===== src/hdl/msb_pkg.sv =====
// Purpose: Shared constants and types for the motor stop and brake sequencer.
// Assumes: 200 MHz system clock, times kept in hundredths of a second.
// Notes: Register offsets are byte addresses on a 32-bit Avalon-MM slave.
package msb_pkg;

  // Clock and base tick (one tick is a hundredth of a second)
  localparam int unsigned CLK_FREQ_HZ = 200_000_000;
  localparam int unsigned TICK_TIME_MS = 10;
  localparam int unsigned TICK_CYCLES_DFLT = CLK_FREQ_HZ / 1000 * TICK_TIME_MS;
  localparam int TMR_W = 20;

  // Output frequency scale: 10000 means 100.00 % of maximum frequency
  localparam int FREQ_W = 14;
  localparam logic [13:0] FREQ_FULL = 14'h2710;
  localparam logic [13:0] FREQ_BRAKE_FLOOR = 14'h03e8;
  localparam logic [13:0] FREQ_BRAKE_DIV = 14'h03e8;

  // Analog input: full scale (10 V or 20 mA) is the top code
  localparam int ADC_W = 12;
  localparam logic [11:0] ADC_FULL = 12'hfff;
  localparam logic [11:0] ADC_HALF = 12'h7ff;

  // Register byte offsets
  localparam logic [5:0] OFS_STOP_CFG = 6'h00;
  localparam logic [5:0] OFS_BRAKE_PCT = 6'h04;
  localparam logic [5:0] OFS_START_TIME = 6'h08;
  localparam logic [5:0] OFS_STOP_TIME = 6'h0c;
  localparam logic [5:0] OFS_BLANK_TIME = 6'h10;
  localparam logic [5:0] OFS_FAST_TIME = 6'h14;
  localparam logic [5:0] OFS_DECEL_TIME = 6'h18;
  localparam logic [5:0] OFS_MFI_ASSIGN = 6'h1c;
  localparam logic [5:0] OFS_ANA_FUNC = 6'h20;
  localparam logic [5:0] OFS_STATUS = 6'h24;

  // Field positions
  localparam int METHOD_LSB = 0;
  localparam int UNIT_BIT = 8;
  localparam int ST_LEVEL_LSB = 8;
  localparam int ST_FREQ_LSB = 16;

  // Reset values and limits
  localparam logic UNIT_RST = 1'b1;
  localparam logic [6:0] BRAKE_PCT_RST = 7'h32;
  localparam logic [6:0] BRAKE_PCT_MAX = 7'h64;
  localparam logic [9:0] START_TIME_RST = 10'h000;
  localparam logic [9:0] STOP_TIME_RST = 10'h032;
  localparam logic [9:0] BLANK_TIME_RST = 10'h032;
  localparam logic [9:0] BRAKE_TIME_MAX = 10'h3e8;
  localparam logic [15:0] FAST_TIME_RST = 16'h0064;
  localparam logic [15:0] DECEL_TIME_RST = 16'h0064;
  localparam logic [15:0] RAMP_TIME_MAX = 16'hea60;
  localparam logic [31:0] MFI_ASSIGN_RST = 32'h0000_0000;
  localparam logic [4:0] ANA_FUNC_RST = 5'h1f;
  localparam logic [19:0] TENTHS_TO_HUND = 20'h0000a;

  // Function codes of the terminals and the second analog input
  localparam logic [7:0] MFI_CODE_DC_BRAKE = 8'h3c;
  localparam logic [7:0] MFI_CODE_FSTOP_NO = 8'h0f;
  localparam logic [7:0] MFI_CODE_FSTOP_NC = 8'h11;
  localparam logic [4:0] ANA_FUNC_BRAKE = 5'h06;

  // Stop method encodings
  typedef enum logic [1:0] {
    STOP_RAMP = 2'b00,
    STOP_COAST = 2'b01,
    STOP_DC_BRAKE = 2'b10,
    STOP_TIMED_COAST = 2'b11
  } msb_method_t;

  // Sequencer states
  typedef enum logic [3:0] {
    ST_IDLE = 4'b0000,
    ST_START_BRAKE = 4'b0001,
    ST_RUN = 4'b0010,
    ST_DECEL = 4'b0011,
    ST_BLANK = 4'b0100,
    ST_STOP_BRAKE = 4'b0101,
    ST_TIMED_COAST = 4'b0110,
    ST_FAST_STOP = 4'b0111,
    ST_TERM_BRAKE = 4'b1000
  } msb_state_t;

endpackage : msb_pkg


===== src/hdl/msb_tmr_if.sv =====
// Purpose: Load and expiry signals between the sequencer and its timer.
// Assumes: Both ends run on clk_sys.
// Notes: load is a one-cycle pulse; expired is a level.
`timescale 1ns/1ps
interface msb_tmr_if;
  import msb_pkg::*;
  logic load; // Start a new interval
  logic [TMR_W-1:0] load_val; // Interval in hundredths
  logic expired; // Interval has run out
  modport ctl (output load, output load_val, input expired);
  modport tmr (input load, input load_val, output expired);
endinterface : msb_tmr_if

===== src/hdl/msb_sequencer.sv =====
// Purpose: Stop, start-brake, terminal-brake and fast-stop sequencer of a motor drive.
// Assumes: out_freq and analog_two_level come from logic on clk_sys; terminals are pins.
// Notes: Ramp generation is outside; this block only requests ramp, coast and brake.
// Summary of operation
// - DC stop: blank output, then inject brake current
// - Stop brake time scales with stop frequency
// - Timed coast cuts output at once
// - Timed coast ignores run for computed interval
// - Start brake runs set time; zero skips
// - Start brake time 0 to 10.00 s, default 0
// - Brake current 0 to 100 %, default 50
// - Terminal code 60 brakes while stopped
// - Run or jog cancels terminal brake
// - Analog code 6 sets brake current level
// - Analog full scale means 100 % current
// - Codes 15/17 fast stop, open/closed logic
// - After fast stop, no restart until stopped
// - Fast stop time 0 to 6000.0 s, default 10
// - Unit select zero means hundredths of seconds
// - Method codes: ramp, coast, DC, timed coast
// - Zero stop brake time disables stop injection
//
// Local design decisions: register access over Avalon-MM and the register addresses.
`timescale 1ns/1ps
module msb_sequencer import msb_pkg::*; #(
  parameter int unsigned NUM_MFI = 4,
  parameter int unsigned TICK_CYCLES = TICK_CYCLES_DFLT
) (
  // Clock and reset
  input wire logic clk_sys,
  input wire logic rst,
  // Avalon-MM slave
  input wire logic [5:0] avs_address,
  input wire logic avs_read,
  input wire logic avs_write,
  input wire logic [31:0] avs_writedata,
  output logic [31:0] avs_readdata,
  output logic avs_waitrequest,
  // Control terminals (asynchronous pins)
  input wire logic run_pin,
  input wire logic jog_pin,
  input wire logic [NUM_MFI-1:0] mfi_pin,
  // Drive datapath inputs
  input wire logic [FREQ_W-1:0] out_freq,
  input wire logic [ADC_W-1:0] analog_two_level,
  // Requests to ramp generator and power stage
  output logic out_enable,
  output logic run_enable,
  output logic fast_stop_req,
  output logic [TMR_W-1:0] fast_stop_time,
  output logic brake_req,
  output logic [6:0] brake_level
);

  // The assignment register holds one 8-bit code per terminal
  if (NUM_MFI < 1 || NUM_MFI > 4) begin : g_bad_mfi
    $error("msb_sequencer: NUM_MFI must be 1 to 4");
  end

  // Hundredths from a ramp-time value under the selected unit
  function automatic logic [TMR_W-1:0] to_hund(input logic [15:0] v, input logic unit);
    logic [TMR_W-1:0] w;
    w = TMR_W'(v);
    to_hund = unit ? TMR_W'(w * TENTHS_TO_HUND) : w;
  endfunction : to_hund

  // Software settings
  msb_method_t method_reg; // Stop method
  logic unit_reg; // 0 hundredths, 1 tenths
  logic [6:0] brake_pct_reg; // Fixed brake current
  logic [9:0] start_time_reg; // Brake time at start
  logic [9:0] stop_time_reg; // Brake time at stop
  logic [9:0] blank_time_reg; // Minimum output blanking
  logic [15:0] fast_time_reg; // Fast stop ramp time
  logic [15:0] decel_time_reg; // Normal decel time
  logic [31:0] mfi_assign_reg; // Terminal function codes
  logic [4:0] ana_func_reg; // Second analog function
  // Copies frozen while running
  msb_method_t act_method_reg;
  logic act_unit_reg;
  logic [6:0] act_pct_reg;
  logic [9:0] act_stop_reg;
  logic [9:0] act_blank_reg;
  logic [15:0] act_decel_reg;
  logic [15:0] act_fast_reg;
  logic [4:0] act_ana_reg;
  // Sequencer
  msb_state_t state_reg, state_next;
  logic [FREQ_W-1:0] freq_stop_reg; // Frequency at stop instant
  logic tmr_load;
  logic [TMR_W-1:0] tmr_val;
  // Bus
  logic wait_reg;
  logic [31:0] rd_mux;
  // Terminals
  logic [NUM_MFI+1:0] pin_meta_reg, pin_sync_reg;
  logic run_any, term_brake, fs_any;
  logic [NUM_MFI-1:0] tb_vec, fs_vec;
  // Derived values
  logic [FREQ_W-1:0] brake_f;
  logic [TMR_W-1:0] stop_dur, coast_dur;
  logic [6:0] ana_pct, level_sel;

  msb_tmr_if tif ();

  msb_timer #(.TICK_CYCLES(TICK_CYCLES)) u_timer (
    .clk_sys(clk_sys),
    .rst(rst),
    .tif(tif)
  );
  assign tif.load = tmr_load;
  assign tif.load_val = tmr_val;

  // Two-stage synchronisers for all terminal pins
  always_ff @(posedge clk_sys or posedge rst) begin
    if (rst) begin
      pin_meta_reg <= '0;
      pin_sync_reg <= '0;
    end else begin
      pin_meta_reg <= {jog_pin, run_pin, mfi_pin};
      pin_sync_reg <= pin_meta_reg;
    end
  end

  // Jog counts as a run request
  assign run_any = pin_sync_reg[NUM_MFI] | pin_sync_reg[NUM_MFI+1];

  // Terminal function decode, one slice per input
  for (genvar gi = 0; gi < NUM_MFI; gi++) begin : g_mfi
    logic [7:0] code;
    assign code = mfi_assign_reg[8*gi +: 8];
    assign tb_vec[gi] = (code == MFI_CODE_DC_BRAKE) && pin_sync_reg[gi];
    // Normally open is active high, normally closed active low
    assign fs_vec[gi] = ((code == MFI_CODE_FSTOP_NO) && pin_sync_reg[gi]) ||
                        ((code == MFI_CODE_FSTOP_NC) && !pin_sync_reg[gi]);
  end
  assign term_brake = |tb_vec;
  assign fs_any = |fs_vec;

  // Stop injection lengthens with stop frequency, never below set time
  assign brake_f = (freq_stop_reg < FREQ_BRAKE_FLOOR) ? FREQ_BRAKE_FLOOR : freq_stop_reg;
  assign stop_dur = TMR_W'((32'(act_stop_reg) * 32'(brake_f)) / 32'(FREQ_BRAKE_DIV));
  // Coast block time: decel time scaled by frequency at stop
  assign coast_dur = to_hund(16'((32'(act_decel_reg) * 32'(out_freq)) / 32'(FREQ_FULL)),
                             act_unit_reg);
  // Analog level, rounded, full scale giving 100 %
  assign ana_pct = 7'((32'(analog_two_level) * 32'(BRAKE_PCT_MAX) + 32'(ADC_HALF)) /
                      32'(ADC_FULL));
  assign level_sel = (act_ana_reg == ANA_FUNC_BRAKE) ? ana_pct : act_pct_reg;

  // Next-state logic and timer loads
  always_comb begin
    state_next = state_reg;
    tmr_load = 1'b0;
    tmr_val = '0;
    unique case (state_reg)
      ST_IDLE: begin
        // Live settings apply here; they are frozen on leaving
        if (run_any && !fs_any) begin
          if (start_time_reg != '0) begin
            state_next = ST_START_BRAKE;
            tmr_load = 1'b1;
            tmr_val = TMR_W'(start_time_reg);
          end else begin
            state_next = ST_RUN;
          end
        end else if (term_brake) begin
          state_next = ST_TERM_BRAKE;
        end
      end
      ST_START_BRAKE: begin
        if (!run_any) begin
          state_next = ST_IDLE;
        end else if (tif.expired) begin
          state_next = ST_RUN;
        end
      end
      ST_RUN: begin
        if (fs_any) begin
          state_next = ST_FAST_STOP;
        end else if (!run_any) begin
          unique case (act_method_reg)
            STOP_RAMP: state_next = ST_DECEL;
            STOP_COAST, STOP_DC_BRAKE: begin
              state_next = ST_BLANK;
              tmr_load = 1'b1;
              tmr_val = TMR_W'(act_blank_reg);
            end
            STOP_TIMED_COAST: begin
              state_next = ST_TIMED_COAST;
              tmr_load = 1'b1;
              tmr_val = coast_dur;
            end
          endcase
        end
      end
      ST_DECEL: begin
        if (fs_any) begin
          state_next = ST_FAST_STOP;
        end else if (run_any) begin
          state_next = ST_RUN;
        end else if (out_freq == '0) begin
          state_next = ST_IDLE;
        end
      end
      ST_BLANK: begin
        if (tif.expired) begin
          // Zero stop time or plain coast ends without injection
          if (act_method_reg == STOP_DC_BRAKE && act_stop_reg != '0) begin
            state_next = ST_STOP_BRAKE;
            tmr_load = 1'b1;
            tmr_val = stop_dur;
          end else begin
            state_next = ST_IDLE;
          end
        end
      end
      ST_STOP_BRAKE: begin
        if (tif.expired) begin
          state_next = ST_IDLE;
        end
      end
      ST_TIMED_COAST: begin
        // Run requests have no effect until the interval ends
        if (tif.expired) begin
          state_next = ST_IDLE;
        end
      end
      ST_FAST_STOP: begin
        // Held until stopped and both commands dropped
        if (out_freq == '0 && !run_any && !fs_any) begin
          state_next = ST_IDLE;
        end
      end
      ST_TERM_BRAKE: begin
        if (run_any) begin
          state_next = ST_RUN;
        end else if (!term_brake) begin
          state_next = ST_IDLE;
        end
      end
      default: state_next = ST_IDLE;
    endcase
  end

  // State register and stop-instant frequency capture
  always_ff @(posedge clk_sys or posedge rst) begin
    if (rst) begin
      state_reg <= ST_IDLE;
      freq_stop_reg <= '0;
    end else begin
      state_reg <= state_next;
      if (state_reg == ST_RUN && state_next != ST_RUN) begin
        freq_stop_reg <= out_freq;
      end
    end
  end

  // Settings are frozen outside idle, since they may not change in motion
  always_ff @(posedge clk_sys or posedge rst) begin
    if (rst) begin
      act_method_reg <= STOP_RAMP;
      act_unit_reg <= UNIT_RST;
      act_pct_reg <= BRAKE_PCT_RST;
      act_stop_reg <= STOP_TIME_RST;
      act_blank_reg <= BLANK_TIME_RST;
      act_decel_reg <= DECEL_TIME_RST;
      act_fast_reg <= FAST_TIME_RST;
      act_ana_reg <= ANA_FUNC_RST;
    end else if (state_reg == ST_IDLE) begin
      act_method_reg <= method_reg;
      act_unit_reg <= unit_reg;
      act_pct_reg <= brake_pct_reg;
      act_stop_reg <= stop_time_reg;
      act_blank_reg <= blank_time_reg;
      act_decel_reg <= decel_time_reg;
      act_fast_reg <= fast_time_reg;
      act_ana_reg <= ana_func_reg;
    end
  end

  // Registered outputs follow the next state so they line up with state_reg
  always_ff @(posedge clk_sys or posedge rst) begin
    if (rst) begin
      out_enable <= 1'b0;
      run_enable <= 1'b0;
      fast_stop_req <= 1'b0;
      brake_req <= 1'b0;
      brake_level <= '0;
      fast_stop_time <= '0;
    end else begin
      // Blanking and both coasts leave the output off
      out_enable <= (state_next inside {ST_RUN, ST_DECEL, ST_START_BRAKE, ST_STOP_BRAKE,
                     ST_TERM_BRAKE}) || (state_next == ST_FAST_STOP && out_freq != '0);
      run_enable <= (state_next == ST_RUN);
      fast_stop_req <= (state_next == ST_FAST_STOP);
      brake_req <= (state_next inside {ST_START_BRAKE, ST_STOP_BRAKE, ST_TERM_BRAKE});
      brake_level <= level_sel;
      fast_stop_time <= to_hund(act_fast_reg, act_unit_reg);
    end
  end

  // One wait state per access keeps readdata a flop output
  always_ff @(posedge clk_sys or posedge rst) begin
    if (rst) begin
      wait_reg <= 1'b1;
    end else begin
      wait_reg <= !((avs_read || avs_write) && wait_reg);
    end
  end
  assign avs_waitrequest = wait_reg;

  // Read mux; unmapped offsets read zero
  always_comb begin
    rd_mux = '0;
    unique case (avs_address)
      OFS_STOP_CFG: rd_mux = {23'h0, unit_reg, 6'h0, method_reg};
      OFS_BRAKE_PCT: rd_mux = {25'h0, brake_pct_reg};
      OFS_START_TIME: rd_mux = {22'h0, start_time_reg};
      OFS_STOP_TIME: rd_mux = {22'h0, stop_time_reg};
      OFS_BLANK_TIME: rd_mux = {22'h0, blank_time_reg};
      OFS_FAST_TIME: rd_mux = {16'h0, fast_time_reg};
      OFS_DECEL_TIME: rd_mux = {16'h0, decel_time_reg};
      OFS_MFI_ASSIGN: rd_mux = mfi_assign_reg;
      OFS_ANA_FUNC: rd_mux = {27'h0, ana_func_reg};
      OFS_STATUS: rd_mux = {2'h0, freq_stop_reg, 1'b0, brake_level, fast_stop_req, brake_req,
                            run_enable, out_enable, state_reg};
      default: rd_mux = '0;
    endcase
  end

  // Read data is captured as waitrequest drops
  always_ff @(posedge clk_sys or posedge rst) begin
    if (rst) begin
      avs_readdata <= '0;
    end else if (avs_read && wait_reg) begin
      avs_readdata <= rd_mux;
    end
  end

  // Register writes, clamped to their legal ranges
  always_ff @(posedge clk_sys or posedge rst) begin
    if (rst) begin
      method_reg <= STOP_RAMP;
      unit_reg <= UNIT_RST;
      brake_pct_reg <= BRAKE_PCT_RST;
      start_time_reg <= START_TIME_RST;
      stop_time_reg <= STOP_TIME_RST;
      blank_time_reg <= BLANK_TIME_RST;
      fast_time_reg <= FAST_TIME_RST;
      decel_time_reg <= DECEL_TIME_RST;
      mfi_assign_reg <= MFI_ASSIGN_RST;
      ana_func_reg <= ANA_FUNC_RST;
    end else if (avs_write && !wait_reg) begin
      unique case (avs_address)
        OFS_STOP_CFG: begin
          method_reg <= msb_method_t'(avs_writedata[METHOD_LSB +: 2]);
          unit_reg <= avs_writedata[UNIT_BIT];
        end
        OFS_BRAKE_PCT: brake_pct_reg <= (avs_writedata > 32'(BRAKE_PCT_MAX)) ?
                                        BRAKE_PCT_MAX : avs_writedata[6:0];
        OFS_START_TIME: start_time_reg <= (avs_writedata > 32'(BRAKE_TIME_MAX)) ?
                                          BRAKE_TIME_MAX : avs_writedata[9:0];
        OFS_STOP_TIME: stop_time_reg <= (avs_writedata > 32'(BRAKE_TIME_MAX)) ?
                                        BRAKE_TIME_MAX : avs_writedata[9:0];
        OFS_BLANK_TIME: blank_time_reg <= (avs_writedata > 32'(BRAKE_TIME_MAX)) ?
                                          BRAKE_TIME_MAX : avs_writedata[9:0];
        OFS_FAST_TIME: fast_time_reg <= (avs_writedata > 32'(RAMP_TIME_MAX)) ?
                                        RAMP_TIME_MAX : avs_writedata[15:0];
        OFS_DECEL_TIME: decel_time_reg <= (avs_writedata > 32'(RAMP_TIME_MAX)) ?
                                          RAMP_TIME_MAX : avs_writedata[15:0];
        OFS_MFI_ASSIGN: mfi_assign_reg <= avs_writedata;
        OFS_ANA_FUNC: ana_func_reg <= avs_writedata[4:0];
        default: ;
      endcase
    end
  end
endmodule : msb_sequencer


===== src/hdl/msb_timer.sv =====
// Purpose: Hundredth-second tick and down counter for all timed intervals.
// Assumes: TICK_CYCLES clocks make one hundredth of a second.
// Notes: Loading restarts the prescaler so every interval is whole ticks.
`timescale 1ns/1ps
module msb_timer import msb_pkg::*; #(
  parameter int unsigned TICK_CYCLES = TICK_CYCLES_DFLT
) (
  // Clock and reset
  input wire logic clk_sys,
  input wire logic rst,
  // Control side
  msb_tmr_if.tmr tif
);
  localparam int PRE_W = (TICK_CYCLES > 2) ? $clog2(TICK_CYCLES) : 1;
  localparam logic [PRE_W-1:0] PRE_LAST = PRE_W'(TICK_CYCLES - 1);

  // A prescaler of one cycle cannot mark a tick apart from a load
  if (TICK_CYCLES < 2) begin : g_bad_tick
    $error("msb_timer: TICK_CYCLES must be at least 2");
  end

  logic [PRE_W-1:0] pre_reg; // Prescaler
  logic [TMR_W-1:0] count_reg; // Ticks left
  logic expired_reg; // Mirrors count_reg == 0
  logic tick; // One hundredth has passed

  assign tick = (pre_reg == PRE_LAST) && !tif.load;
  assign tif.expired = expired_reg;

  // Prescaler, restarted by every load
  always_ff @(posedge clk_sys or posedge rst) begin
    if (rst) begin
      pre_reg <= '0;
    end else if (tif.load || pre_reg == PRE_LAST) begin
      pre_reg <= '0;
    end else begin
      pre_reg <= pre_reg + PRE_W'(1);
    end
  end

  // Down counter and its expiry flag
  always_ff @(posedge clk_sys or posedge rst) begin
    if (rst) begin
      count_reg <= '0;
      expired_reg <= 1'b1;
    end else if (tif.load) begin
      count_reg <= tif.load_val;
      expired_reg <= (tif.load_val == '0);
    end else if (tick && count_reg != '0) begin
      count_reg <= count_reg - TMR_W'(1);
      expired_reg <= (count_reg == TMR_W'(1));
    end
  end

endmodule : msb_timer


===== config.mk =====
export PLATFORM = sky130hd
export DESIGN_NAME = msb_sequencer
export DESIGN_NICKNAME = d
export VERILOG_FILES = /design/src/hdl/msb_pkg.sv /design/src/hdl/msb_tmr_if.sv /design/src/hdl/msb_sequencer.sv /design/src/hdl/msb_timer.sv
export SDC_FILE = /design/constraint.sdc
export NUM_CORES = 2
export LEC_CHECK = 0
export ABC_AREA = 0
export BUFFER_PORTS_ARGS = -buffer_cell sky130_fd_sc_hd__buf_2
export CORE_UTILIZATION = 50
export CTS_CLUSTER_SIZE = 20
export DETAILED_ROUTE_END_ITERATION = 7
export PLACE_DENSITY = 0.67
export SLEW_MARGIN = 25
export SYNTH_ARGS = -nofsm -noshare
export SYNTH_HDL_FRONTEND = slang
export SYNTH_SLANG_ARGS = --single-unit

===== constraint.sdc =====
create_clock -name clk_sys -period 26.8 [get_ports clk_sys]
set_input_delay 0 -clock clk_sys [delete_from_list [all_inputs] [get_ports clk_sys]]
set_output_delay 0 -clock clk_sys [all_outputs]
set_load 0.01 [all_outputs]

==> results.md <==
* Global-route wire length before repair at 181000 µm
* Number of cells after detailed placement at 5685
* Vias at 35100
* Die area at 0.0798 mm²
* Die boundary height at 283 µm
* Non-filler instance count after layout at 5808
* Global placer's final weighted congestion at 0.956
* Number of antenna violations at the first check in global routing at 6
* Clock tree from TritonCTS: yes
* Number of standard cells after synthesis at 4639
* Source of the worst hold timing path: avs_address[0]
* Number of clock sinks at 312
* Post-synthesis net count at 5244
* Crit Path Max Fanout at 15
* Initial Util at 50.6%
* Share of post-route cells with drive strength above 1 at 14.0%
* Largest net degree at the start of global routing at 122
* Period minus WS final at 25.13 ns
* HP Class: primary input to flop
* Measured slew at the worst slew-check pin at 1.15 ns
* Number of core rows at 102
* Maximum buffer depth of the clock tree at 3
* Worst-path clk slew at 0.06 ns
* EDFF count, synth at 0
* Core Region at 0.0777 mm²
* Violated checks: DRC
* Final setup violation count at 0
* Crit-path max cell delay at 0.71 ns
* Mean post-synth cell area at 8.48 µm²
* Post-synthesis async set-or-reset flop share at 100%
* Crit Path Category: flop to flop
* Max-cap violations at 0
* Status: finished with violations
* IO Port Bufs at 137
* Worst path most repeated cell: a21oi_1
* Adder-Cell Fraction of Synth Area at 22.3%
* Worst setup EP type: flop
* Total DRC errors in the routed layout at 10
* Nets@finish at 5343
* Ports at 138
* Iter 0 DRT Violations at 2547
* Final ANT Viol Nets at 0
* CTS root buf: clkbuf_16
* Worst Setup Start Kind: flop
* Congestion Overflow GR at 0
* Count of fill cells added during filler insertion at 7118
* Post-synthesis compound-gate area fraction at 19.7%
* Detail-routed net length per standard cell at 19.4 µm
* Data required, critical path at 27.22 ns
* Number of synthesis warnings at 0
* Leading cell type in the layout, fill and taps excluded: nand2_1
* Half-perimeter wire length after detailed placement at 89200 µm
* P&R area growth vs syn at 9.70%
* Final slew viol count at 0
* CP top delay family: compound AO/OA/AOI/OAI gates
* Proportion of synthesized chip area in sequential cells at 20.0%
* Syn Std Cell Area at 0.0394 mm²
* Library cells used by synthesis at 133
* Highest-count cells in the layout ignoring fill and taps: nand2_1 (548), inv_1 (422), nor2_1 (309)
* Worst EP arrival at 25.56 ns
* Total global-route track usage at 28.0%
* Slowest cell on crit path: dfstp_4
* Hold Violations, Final at 0
* Simple-gate share of the synthesized area at 19.6%
* Vias in the first global route at 33600
* Initial DRT Pass Iterations at 8
* Synth Register Bits at 312
* Overall die width at 283 µm
* Total CTS buffers at 35
* Critical path buffers and inverters at 8
* Setup skew after layout at 0.0319 ns
* Clock latency of the later-clocked register in the worst-skew pair at 0.53 ns
* Htree depth at 2
* Crit path launch: act_decel_reg[5]
* Origin of the critical flop-to-flop path: act_decel_reg[5]
* Achievable Freq at 39.8 MHz
* Normalized max-slew margin at 22.9%
* Most frequently used flop master after synthesis: dfrtp_1
* Final Cycle Share at 93.8%
* Multiplexer area fraction after synthesis at 6.30%
* Vias per inst at 6.04
* Synth Area in XOR/XNOR at 6.08%
* Total wire length at 113000 µm
* Dominant combinational cell family by area after synthesis: adder cells
==> synthesized netlist by cell type (43+ instances only) <==
cell type	instances	area share, %
nand3_1	93	1.2
nor3_1	96	1.2
and2_1	189	3.0
mux2_2	155	4.4
and3_1	61	0.97
o21ai_1	50	0.64
a21oi_1	227	2.9
xor2_1	93	2.1
nand2_1	551	5.3
nor2_1	311	3.0
a21o_1	58	1.1
fa_1	268	14
inv_1	423	4.0
clkbuf_1	128	1.2
xnor2_1	169	3.8
dfrtp_1	268	17
mux2i_1	43	1.1
dfstp_2	44	2.9
o21ai_0	223	2.8
ha_1	263	8.4
==> through the flow <==
step	hold WS (ns)	instance area (µm²)	utilization, %	worst slack [ns]	TNS [ns]
after global placement	0.108	41000	52.7	0.403	0
final	0.00273	43200	55.6	1.67	0
after global routing	0.0140	43200	55.6	-0.0780	-0.0780
after floorplan	0.0314	39400	-	3.41	0
after CTS	0.0257	42600	54.8	0.0280	0
after detailed placement	0.110	41000	52.7	-0.272	-0.272
==> worst paths after layout <==
| kind | cells after the start | slack (ns) | to |
|---|---|---|---|
| min in group asynchronous | 3 | 0.21 | avs_readdata[1] |
| max in group asynchronous | 5 | 24.76 | blank_time_reg[3] |
| setup reg to reg | 102 | 1.67 | u_timer.tif.expired |
| setup / recovery | 102 | 1.67 | u_timer.tif.expired |
| hold reg to reg | 0 | 0.35 | pin_sync_reg[3] |
| hold / removal | 4 | 0.003 | method_reg[1] |
==> tightest hold or removal path, cell delays in order <==
cell and delay (ns):
buf_2 0.10, nor4_2 0.08, nand3_1 0.15, mux2_2 0.17
==> layout make-up <==
cell class                 instances  area [µm²]  share of cell area [%]
multi-input combinational       3719       29600                    68.7
sequential                       312        7870                    18.2
inverter                         430        1630                    3.78
timing repair buffer             240        1580                    3.65
tap                             1040        1300                    3.01
clock buffer                      53        1040                    2.42
clock inverter                    11         101                   0.235
antenna                            3        7.51                  0.0174
==> metal layers <==
metal  global-route usage (%)  up-vias  part of all wire, %
li1                         -    16600                    -
met1                     38.3    17200                   44
met2                     46.7     1108                   47
met3                     3.63      158                  6.4
met4                     6.51        4                  2.4
met5                        0        -                0.024
==> cell families (layout without fill, tap and decap cells) <==
group / count (synthesis) / in the layout
xor+xnor: 268 / 268
fa+ha+maj: 544 / 544
other cells: 0 / 3
compound gates: 1111 / 1111
buf+inv: 608 / 734
mux: 213 / 213
simple gates: 1583 / 1583
flops: 312 / 312
==> repair_timing <==
item                                   in CTS  in global routing
setup endpoints to repair                   1                 13
setup buffers                               0                 15
endpoints found under the hold margin     219                  0
gates cloned                                0                  0
pin swaps                                   0                 14
hold buffers                               41                  0
gates resized for setup                     5                 91
Power is not shown: default switching activity piles up to over one toggle a cycle in this logic, so the estimate is an artifact.
